`src/rtl/cac_map.vh`:
```
// constants for the charge accounting core: full counts, thresholds, reset values, timing
// assumes a 20 MHz clock and a sense measurement given in microvolts, signed
`ifndef CAC_MAP_VH
`define CAC_MAP_VH
`define CAC_FULL_SH_PH 16'h9D00
`define CAC_FULL_SZ_PH 16'h7E00
`define CAC_FULL_SL_PH 16'h7100
`define CAC_FULL_SH_PL 16'h6500
`define CAC_FULL_SZ_PL 16'h8C00
`define CAC_FULL_SL_PL 16'h5B00
`define CAC_ZERO16 16'h0000
`define CAC_MAX16 16'hFFFF
`define CAC_CHG_THR_UV (-400)
`define CAC_DSG_THR_UV 500
`define CAC_DISP_THR_UV 2000
`define CAC_VALID_CHG_COUNTS 16'h0100
`define CAC_SELF_DSG_LIMIT 16'h1000
`define CAC_TEMP_STEP_ZERO_C 4'h4
`define CAC_TEMP_STEP_30C 4'h7
`define CAC_TEMP_STEP_50C 4'h9
`define CAC_TEMP_STEP_10C 4'h5
`define CAC_CLK_HZ 20000000
`define CAC_SEC_CYCLES (`CAC_CLK_HZ)
`define CAC_DISP_HOLD_S 10
`define CAC_FAST_RATE 2
// efficiency factors in 1/100 units
`define CAC_EFF_TR_NOM 7'h50
`define CAC_EFF_TR_WRM 7'h4B
`define CAC_EFF_TR_HOT 7'h46
`define CAC_EFF_FS_NOM 7'h5F
`define CAC_EFF_FS_WRM 7'h5A
`define CAC_EFF_FS_HOT 7'h55
`define CAC_EFF_UNITY 7'h64
`define CAC_HUNDRED 8'h64
`endif

```
`src/rtl/cac_frac_acc.v`:
```
// fractional accumulator: adds weight per event, emits one whole count per hundred
// assumes events arrive as single-cycle pulses on the shared clock
`timescale 1ns/1ps
`include "cac_map.vh"
module cac_frac_acc (
	// clock and reset
	input wire clock,
	input wire rst_b,
	// event in
	input wire event_in,
	input wire [6:0] weight,
	// whole count out
	output reg count_out
);
	reg [7:0] acc;
	wire [7:0] sum = acc + {1'b0, weight};
	always @(posedge clock) begin
		count_out <= 1'b0;
		if (!rst_b) begin
			acc <= 8'h00;
		end else if (event_in) begin
			if (sum >= `CAC_HUNDRED) begin
				acc <= sum - `CAC_HUNDRED;
				count_out <= 1'b1;
			end else begin
				acc <= sum;
			end
		end
	end
endmodule // cac_frac_acc

```
`src/rtl/cac_sync2.v`:
```
// two flop synchroniser for pin-side levels
// assumes the input is asynchronous to clock
`timescale 1ns/1ps
module cac_sync2 #(parameter W = 1) (
	// clock
	input wire clock,
	// level
	input wire [W-1:0] d,
	output reg [W-1:0] q
);
	reg [W-1:0] meta;
	// no reset: straps keep flowing during reset so init reads settled levels, not zeros
	always @(posedge clock) begin
		meta <= d;
		q <= meta;
	end
endmodule // cac_sync2

```
`src/rtl/cac_core.v`:
```
// charge accounting core: available charge, discharge count, learned capacity
// assumes sense voltage, temperature step and event ticks come from same-clock logic;
// strap pins are asynchronous and pass two flops.
// Overview of operation
// - available charge rises to learned capacity, falls to zero, never past either
// - available charge clears at init and on first valid charge after end-of-discharge
// - self-discharge strap low loads full count, disables self-discharge; else zero, enabled
// - initial full count picked from scale pin and program pin one, absolute mode
// - discharge counter grows independently; self-discharge counts only while charge nonzero
// - discharge counter clears while available charge equals learned capacity, but loads one when a count leaves full
// - discharge counter saturates at FFFF and never wraps
// - first charge after valid discharge copies discharge counter into learned capacity
// - learning also needs accumulated self-discharge of at most 4096 counts
// - learning also needs temperature at or above zero at end-of-discharge detection
// - valid discharge flag shows whether present discharge still qualifies for learning
// - charging counts proportionally after compensation; below -2 mV requests display
// - charge valid after more than 256 counts below -400 uV, ends above it
// - above 500 uV each discharge count decrements charge and increments discharge counter
// - discharge above 2 mV requests display, held ten seconds after dropping below
// - enabled self-discharge lowers charge and raises discharge counter by time and temperature
// - self-discharge rate over eight bands, doubling per ten degrees, 320 down to 2.5
// - fast charge at two or more counts per second; fast factor until rate known
// - charge efficiency by three temperature bands, trickle and fast factors
// - discharge counting uses a factor of exactly one
// - filter suppresses counting between -400 and +500 microvolts
// - learned capacity loads programmed full count at initialisation
// - ten-degree temperature steps select compensation, self-discharge rate, learning qualification
`timescale 1ns/1ps
`include "cac_map.vh"
module cac_core #(
	parameter SEC_CYCLES = `CAC_SEC_CYCLES,
	parameter SD_BASE_CYCLES = 1080000
) (
	// clock and reset
	input wire clock,
	input wire rst_b,
	// serial reset command, one-cycle pulse
	input wire init_cmd,
	// strap pins, three-level pin as high/float flags
	input wire scale_select_pin_high,
	input wire scale_select_pin_float,
	input wire program_pin_one,
	input wire self_discharge_strap,
	// measurement
	input wire signed [17:0] corrected_sense_voltage,
	input wire count_tick,
	input wire [3:0] temperature_step,
	input wire end_of_discharge_level,
	input wire display_enable,
	// results
	output reg [15:0] available_charge,
	output reg [15:0] discharge_counter,
	output reg [15:0] learned_capacity,
	output reg [15:0] initial_full_count,
	output reg valid_discharge_flag,
	output reg self_discharge_enabled,
	output reg display_request,
	output reg fast_charge
);
	localparam [31:0] HOLD_CYCLES = `CAC_DISP_HOLD_S * SEC_CYCLES;
	localparam [1:0] ST_INIT = 2'h0;
	localparam [1:0] ST_LOAD = 2'h1;
	localparam [1:0] ST_RUN = 2'h2;

	wire [3:0] pins;
	cac_sync2 #(.W(4)) u_sync (
		.clock(clock),
		.d({scale_select_pin_high, scale_select_pin_float, program_pin_one, self_discharge_strap}),
		.q(pins)
	);

	reg [1:0] state;
	reg [1:0] next_state;
	reg [15:0] next_full;
	reg [6:0] chg_weight;
	reg [2:0] sd_shift;
	wire chg_zone = corrected_sense_voltage < `CAC_CHG_THR_UV;
	wire dsg_zone = corrected_sense_voltage > `CAC_DSG_THR_UV;
	wire chg_disp = corrected_sense_voltage < -`CAC_DISP_THR_UV;
	wire dsg_fast = corrected_sense_voltage > `CAC_DISP_THR_UV;
	wire chg_event = count_tick && chg_zone;
	wire dsg_event = count_tick && dsg_zone;
	wire chg_count;
	wire dsg_count;
	reg sd_tick;

	// full count table, strap pins read only after sync
	always @* begin
		case ({pins[3], pins[2], pins[1]})
			3'b101, 3'b111: next_full = `CAC_FULL_SH_PH;
			3'b011: next_full = `CAC_FULL_SZ_PH;
			3'b001: next_full = `CAC_FULL_SL_PH;
			3'b100, 3'b110: next_full = `CAC_FULL_SH_PL;
			3'b010: next_full = `CAC_FULL_SZ_PL;
			default: next_full = `CAC_FULL_SL_PL;
		endcase
	end

	// charge efficiency by band and rate; fast factor until rate is known
	always @* begin
		if (temperature_step < `CAC_TEMP_STEP_30C) begin
			chg_weight = fast_charge ? `CAC_EFF_FS_NOM : `CAC_EFF_TR_NOM;
		end else if (temperature_step < `CAC_TEMP_STEP_50C) begin
			chg_weight = fast_charge ? `CAC_EFF_FS_WRM : `CAC_EFF_TR_WRM;
		end else begin
			chg_weight = fast_charge ? `CAC_EFF_FS_HOT : `CAC_EFF_TR_HOT;
		end
	end

	cac_frac_acc u_chg (
		.clock(clock),
		.rst_b(rst_b),
		.event_in(chg_event),
		.weight(chg_weight),
		.count_out(chg_count)
	);

	cac_frac_acc u_dsg (
		.clock(clock),
		.rst_b(rst_b),
		.event_in(dsg_event),
		.weight(`CAC_EFF_UNITY),
		.count_out(dsg_count)
	);

	// self-discharge timebase: period halves each band above 0-10 C up to step B, fixed above it
	always @* begin
		if (temperature_step < `CAC_TEMP_STEP_10C) begin
			sd_shift = 3'h0;
		end else if (temperature_step > 4'hB) begin
			sd_shift = 3'h7;
		end else begin
			sd_shift = temperature_step[2:0] - 3'h4;
		end
	end
	reg [31:0] sd_timer;
	wire [31:0] sd_period = ((SD_BASE_CYCLES << 3) >> sd_shift);
	wire [31:0] sd_scaled = sd_period / ((available_charge == `CAC_ZERO16) ? 32'h1 : {16'h0, available_charge});
	always @(posedge clock) begin
		sd_tick <= 1'b0;
		if (!rst_b || state != ST_RUN || !self_discharge_enabled) begin
			sd_timer <= 32'h0;
		end else if (sd_timer >= sd_scaled) begin
			sd_timer <= 32'h0;
			sd_tick <= 1'b1;
		end else begin
			sd_timer <= sd_timer + 32'h1;
		end
	end

	// init sequencing: strap is sampled in ST_LOAD at the second clock after release, never during reset
	always @* begin
		case (state)
			ST_INIT: next_state = ST_LOAD;
			ST_LOAD: next_state = ST_RUN;
			ST_RUN: next_state = init_cmd ? ST_INIT : ST_RUN;
			default: next_state = ST_INIT;
		endcase
	end

	reg [15:0] chg_run;
	reg chg_valid;
	reg eod_seen;
	reg charged_since_full;
	reg [15:0] sd_total;
	reg cold_at_eod;
	reg [31:0] rate_timer;
	reg [15:0] rate_cnt;
	reg [31:0] hold_timer;
	wire at_full = available_charge == learned_capacity;

	always @(posedge clock) begin
		if (!rst_b) begin
			state <= ST_INIT;
			available_charge <= `CAC_ZERO16;
			discharge_counter <= `CAC_ZERO16;
			learned_capacity <= `CAC_ZERO16;
			initial_full_count <= `CAC_ZERO16;
			self_discharge_enabled <= 1'b0;
			valid_discharge_flag <= 1'b0;
			chg_run <= `CAC_ZERO16;
			chg_valid <= 1'b0;
			eod_seen <= 1'b0;
			charged_since_full <= 1'b0;
			sd_total <= `CAC_ZERO16;
			cold_at_eod <= 1'b0;
		end else begin
			state <= next_state;
			if (state == ST_INIT) begin
				available_charge <= `CAC_ZERO16;
				discharge_counter <= `CAC_ZERO16;
				initial_full_count <= next_full;
				learned_capacity <= next_full;
				chg_run <= `CAC_ZERO16;
				chg_valid <= 1'b0;
				eod_seen <= 1'b0;
				charged_since_full <= 1'b0;
				sd_total <= `CAC_ZERO16;
				cold_at_eod <= 1'b0;
				valid_discharge_flag <= 1'b0;
			end else if (state == ST_LOAD) begin
				self_discharge_enabled <= pins[0];
				available_charge <= pins[0] ? `CAC_ZERO16 : initial_full_count;
			end else begin
				// charge validity: run length of counts in the charge zone
				if (!chg_zone) begin
					chg_run <= `CAC_ZERO16;
					chg_valid <= 1'b0;
				end else if (chg_count && chg_run != `CAC_MAX16) begin
					chg_run <= chg_run + 16'h1;
					if (chg_run >= `CAC_VALID_CHG_COUNTS) begin
						chg_valid <= 1'b1;
					end
				end
				if (end_of_discharge_level && !eod_seen && dsg_zone) begin
					eod_seen <= 1'b1;
					cold_at_eod <= temperature_step < `CAC_TEMP_STEP_ZERO_C;
				end
				if (chg_valid && !eod_seen && !at_full) begin
					charged_since_full <= 1'b1;
				end
				if (chg_valid && eod_seen) begin
					// first valid charge after end-of-discharge
					available_charge <= `CAC_ZERO16;
					if (valid_discharge_flag) begin
						learned_capacity <= discharge_counter;
					end
					eod_seen <= 1'b0;
					valid_discharge_flag <= 1'b0;
				end else begin
					if (chg_count && available_charge < learned_capacity) begin
						available_charge <= available_charge + 16'h1;
					end else if ((dsg_count || sd_tick) && available_charge != `CAC_ZERO16) begin
						available_charge <= available_charge - 16'h1;
					end
					if (at_full) begin
						valid_discharge_flag <= 1'b1;
						charged_since_full <= 1'b0;
						sd_total <= `CAC_ZERO16;
						cold_at_eod <= 1'b0;
					end else begin
						valid_discharge_flag <= valid_discharge_flag && !charged_since_full
							&& sd_total <= `CAC_SELF_DSG_LIMIT && !cold_at_eod;
					end
				end
				if (at_full) begin
					// the count that leaves full opens the new discharge, so it is kept, not lost to the clear
					discharge_counter <= ((dsg_count || sd_tick) && available_charge != `CAC_ZERO16) ? 16'h0001
						: `CAC_ZERO16;
				end else if ((dsg_count || (sd_tick && available_charge != `CAC_ZERO16))
					&& discharge_counter != `CAC_MAX16) begin
					discharge_counter <= discharge_counter + 16'h1;
				end
				if (sd_tick && available_charge != `CAC_ZERO16 && sd_total != `CAC_MAX16) begin
					sd_total <= sd_total + 16'h1;
				end
			end
		end
	end

	// fast-charge detection: counts per one-second window; defaults fast
	always @(posedge clock) begin
		if (!rst_b || state != ST_RUN) begin
			rate_timer <= 32'h0;
			rate_cnt <= `CAC_ZERO16;
			fast_charge <= 1'b1;
		end else if (rate_timer >= SEC_CYCLES - 1) begin
			rate_timer <= 32'h0;
			rate_cnt <= `CAC_ZERO16;
			if (chg_zone) begin
				fast_charge <= rate_cnt >= `CAC_FAST_RATE;
			end else begin
				fast_charge <= 1'b1;
			end
		end else begin
			rate_timer <= rate_timer + 32'h1;
			if (chg_count && rate_cnt != `CAC_MAX16) begin
				rate_cnt <= rate_cnt + 16'h1;
			end
		end
	end

	// display request: ten second hold after fast discharge ends
	always @(posedge clock) begin
		if (!rst_b) begin
			hold_timer <= 32'h0;
			display_request <= 1'b0;
		end else if (!display_enable) begin
			hold_timer <= 32'h0;
			display_request <= 1'b0;
		end else if (dsg_fast || chg_disp) begin
			hold_timer <= HOLD_CYCLES;
			display_request <= 1'b1;
		end else if (hold_timer != 32'h0) begin
			hold_timer <= hold_timer - 32'h1;
			display_request <= 1'b1;
		end else begin
			display_request <= 1'b0;
		end
	end
endmodule // cac_core

```
`config.mk`:
```
export PLATFORM = sky130hd
export DESIGN_NAME = cac_core
export DESIGN_NICKNAME = d
export VERILOG_FILES = /design/src/rtl/cac_frac_acc.v /design/src/rtl/cac_sync2.v /design/src/rtl/cac_core.v
export VERILOG_INCLUDE_DIRS = /design/src /design/src/rtl
export SDC_FILE = /design/constraint.sdc
export NUM_CORES = 1
export LEC_CHECK = 0
export BUFFER_PORTS_ARGS = -buffer_cell sky130_fd_sc_hd__buf_2
export CORE_MARGIN = 2
export CORE_UTILIZATION = 60
export DETAILED_ROUTE_END_ITERATION = 7
export PLACE_DENSITY_LB_ADDON = 0.2
export SETUP_SLACK_MARGIN = 0.1
export SLEW_MARGIN = 15
export SYNTH_ARGS = -nofsm -noshare
export SYNTH_HDL_FRONTEND = slang
export SYNTH_SLANG_ARGS = --single-unit
```
`constraint.sdc`:
```
create_clock -name clock -period 109.3 [get_ports clock]
set_input_delay 5.465 -clock clock [delete_from_list [all_inputs] [get_ports clock]]
set_output_delay 5.465 -clock clock [all_outputs]
set_load 0.05 [all_outputs]
```
==> impl_metrics.tcl <==
set metrics [dict create \
    status "completed" \
    avgViaCountPerCell 6.44 \
    drive_above_1_share_pct 8.10 \
    tritoncts "yes" \
    grt_pass1_wl_mm 204 \
    initial_core_util_pct 60.9 \
    mostFrequentLayoutCell "nor2_1" \
    setup_viol 0 \
    wl_mm 129 \
    avgSynthCellArea_sq_um 7.03 \
    final_cell_area_sq_um 44000 \
    crit_required_ns 109.79 \
    core_sq_um 67500 \
    placed_area_sq_um 42400 \
    clk_path_buf_depth 3 \
    cts_inserted_buffers 26 \
    grt_max_degree 37 \
    slew_viol_final 0 \
    synthDistinctLibCells 139 \
    synth-seq-cells 235 \
    clock_latency_ns 0.56 \
    finalClockSkew_ns 0.0136 \
    track_usage_pct 34.6 \
    grt_antenna_before_repair 3 \
    synthCells 5843 \
    firstDrtPassIters 7 \
    clk_pin_slew_ns 0.06 \
    drv_cap 0 \
    wl_per_cell_microns 18.9 \
    area_delta_synth_final_pct 7.08 \
    final_antenna_net_count 0 \
    clockRootBuffer "clkbuf_16" \
    drt_iter0_drc 4049 \
    seq_area_frac_synth_pct 11.4 \
    grt_overflow_total 0 \
    h-tree-depth 1 \
    cts_num_sinks 235 \
    totalNegativeSetupSlack_ns 0 \
    gp_congestion 1.02 \
    drc 0 \
    chipWidth_microns 266 \
    timing.critical_path.mode_cell "o21ai_0" \
    grt_pass1_vias 39512 \
    dpl.hpwl_mm 99.1 \
    tightest_slew_ns 1.17 \
    rows 95 \
    synth_edf_count 0 \
    vias 43865 \
    crit_path_end_kind "flop" \
    worstSetupStartpointType "primary input" \
    ios 100 \
    arrival_ns 101.42 \
    max_slew_margin_pct 21.2 \
    hold_slack_ns 0.327 \
    hold_path_class "reg -> reg" \
    clock.fmax_ghz 0.00991 \
    finish.utilization_pct 65.2 \
    ys_async_sr_fraction_pct 0 \
    die_area_sq_um 70600 \
    cp_slowest_cell "or4_1" \
    worstSetupPathType "in -> reg" \
    fin_nets 6439 \
    io_buffers 91 \
    crit_path_max_fanout 32 \
    chipHeight_microns 266 \
    syn_area_sq_um 41100 \
    period_needed_ns 100.93 \
    synth_top_flop_cell "dfxtp_1" \
    final_cell_mix "652 x nor2_1, 605 x nand2_1, 521 x a21oi_1" \
    final-hold-violation-count 0 \
    ys.warnings.count 0 \
    cpPeakStageDelay_ns 0.51 \
    post-route-period-util_pct 92.3 \
]
==> Yosys cell counts, drive strengths merged (19+ instances only) <==
library cell,instances,area (sq um)
dfxtp,235,4700
xnor2,303,2720
a21oi,537,2720
buf,60,338
clkbuf,93,353
nor2b,84,528
xor2,202,1780
a31oi,60,388
o21a,106,797
o211ai,34,275
mux2,66,743
nand3,152,776
nand2b,118,738
ha,485,6070
nor2,659,2480
or4,21,161
nand2,612,2310
a21o,154,1160
nor3,175,940
o21ai,405,2030
and4,28,245
a221oi,19,166
o31ai,114,908
o21bai,47,353
mux2i,56,561
and2,76,479
nand4,103,666
a22oi,19,143
and3,67,419
nor4,67,483
a21boi,21,161
or3,66,413
a211oi,44,350
inv,260,976
or2,40,250
==> final cells by class <==
class	count	area (sq um)
fill	6178	23500
clock buffer	34	731
timing repair inverter	1	7.51
timing repair buffer	175	1110
sequential	235	4700
inverter	265	1040
tap	873	1090
multi-input combinational	5215	35100
antenna	1	2.50
clock inverter	13	224
==> cell families after synthesis <==
group	count (synthesis)	synth area share, %
AOI/OAI and AO/OA	1751	27.5
xor gates and xnor gates	511	11.3
adders and majority gates	490	15.0
buffers and inverters	419	4.13
DFF	235	11.4
muxes	122	3.17
other	2	0.0183
and+or+nand+nor	2313	27.5
==> registers in the layout (all words and copies together), names as in the netlist, 2 cells and up <==
name	cells
sd_timer	32
state	2
hold_timer	32
initial_full_count	8
chg_run	16
discharge_counter	16
learned_capacity	16
u_chg.acc	8
available_charge	16
u_sync.q	4
rate_cnt	16
u_sync.meta	4
sd_total	16
u_dsg.acc	6
rate_timer	32
==> path summary, 6_finish.rpt <==
path / startpoint / endpoint / slack, ns / depth (start not counted)
worst max register to register: available_charge[15] / sd_timer[19] / 11.56 / 536
worst min-delay path: u_sync.meta[3] / u_sync.q[3] / 0.33 / 0
worst max-delay path: temperature_step[3] / sd_timer[19] / 8.37 / 535
worst min register to register: u_sync.meta[3] / u_sync.q[3] / 0.33 / 0
==> critical path, delay by kind of cell <==
kind                     cells  cell delay [ns]
multiplexers                 9             3.16
XOR/XNOR                     5             0.67
adder cells (fa/ha/maj)     32            10.02
AND/OR/NAND/NOR            180            25.62
buffers and inverters       40             7.19
AO/OA/AOI/OAI              269            49.07
==> what timing repair did <==
action / CTS / global route
buffers inserted: 0 / 34
endpoints found under the setup margin: 0 / 33
gates resized for setup: 0 / 83
hold buffers: 0 / 0
==> routing by layer <==
metal	global-route usage (%)	wire [microns]	share of wire [%]	vias to the layer above
li1	-	-	-	21486
met1	46.5	56200	44	20294
met2	56.8	57100	44	1750
met3	4.56	10600	8.2	331
met4	11.9	4810	3.7	4
met5	0	27	0.021	-
==> per-stage QoR <==
step | std cells | setup slack [ns]
4_1_cts | 6770 | 0.155
5_1_grt | 6811 | -0.241
3_3_place_gp | 6723 | 3.10
6_report | 6812 | 8.37
2_1_floorplan | 5863 | 7.57
3_5_place_dp | 6723 | -0.0625
Power is not shown: default switching activity piles up to over one toggle a cycle in this logic, so the estimate is an artifact.
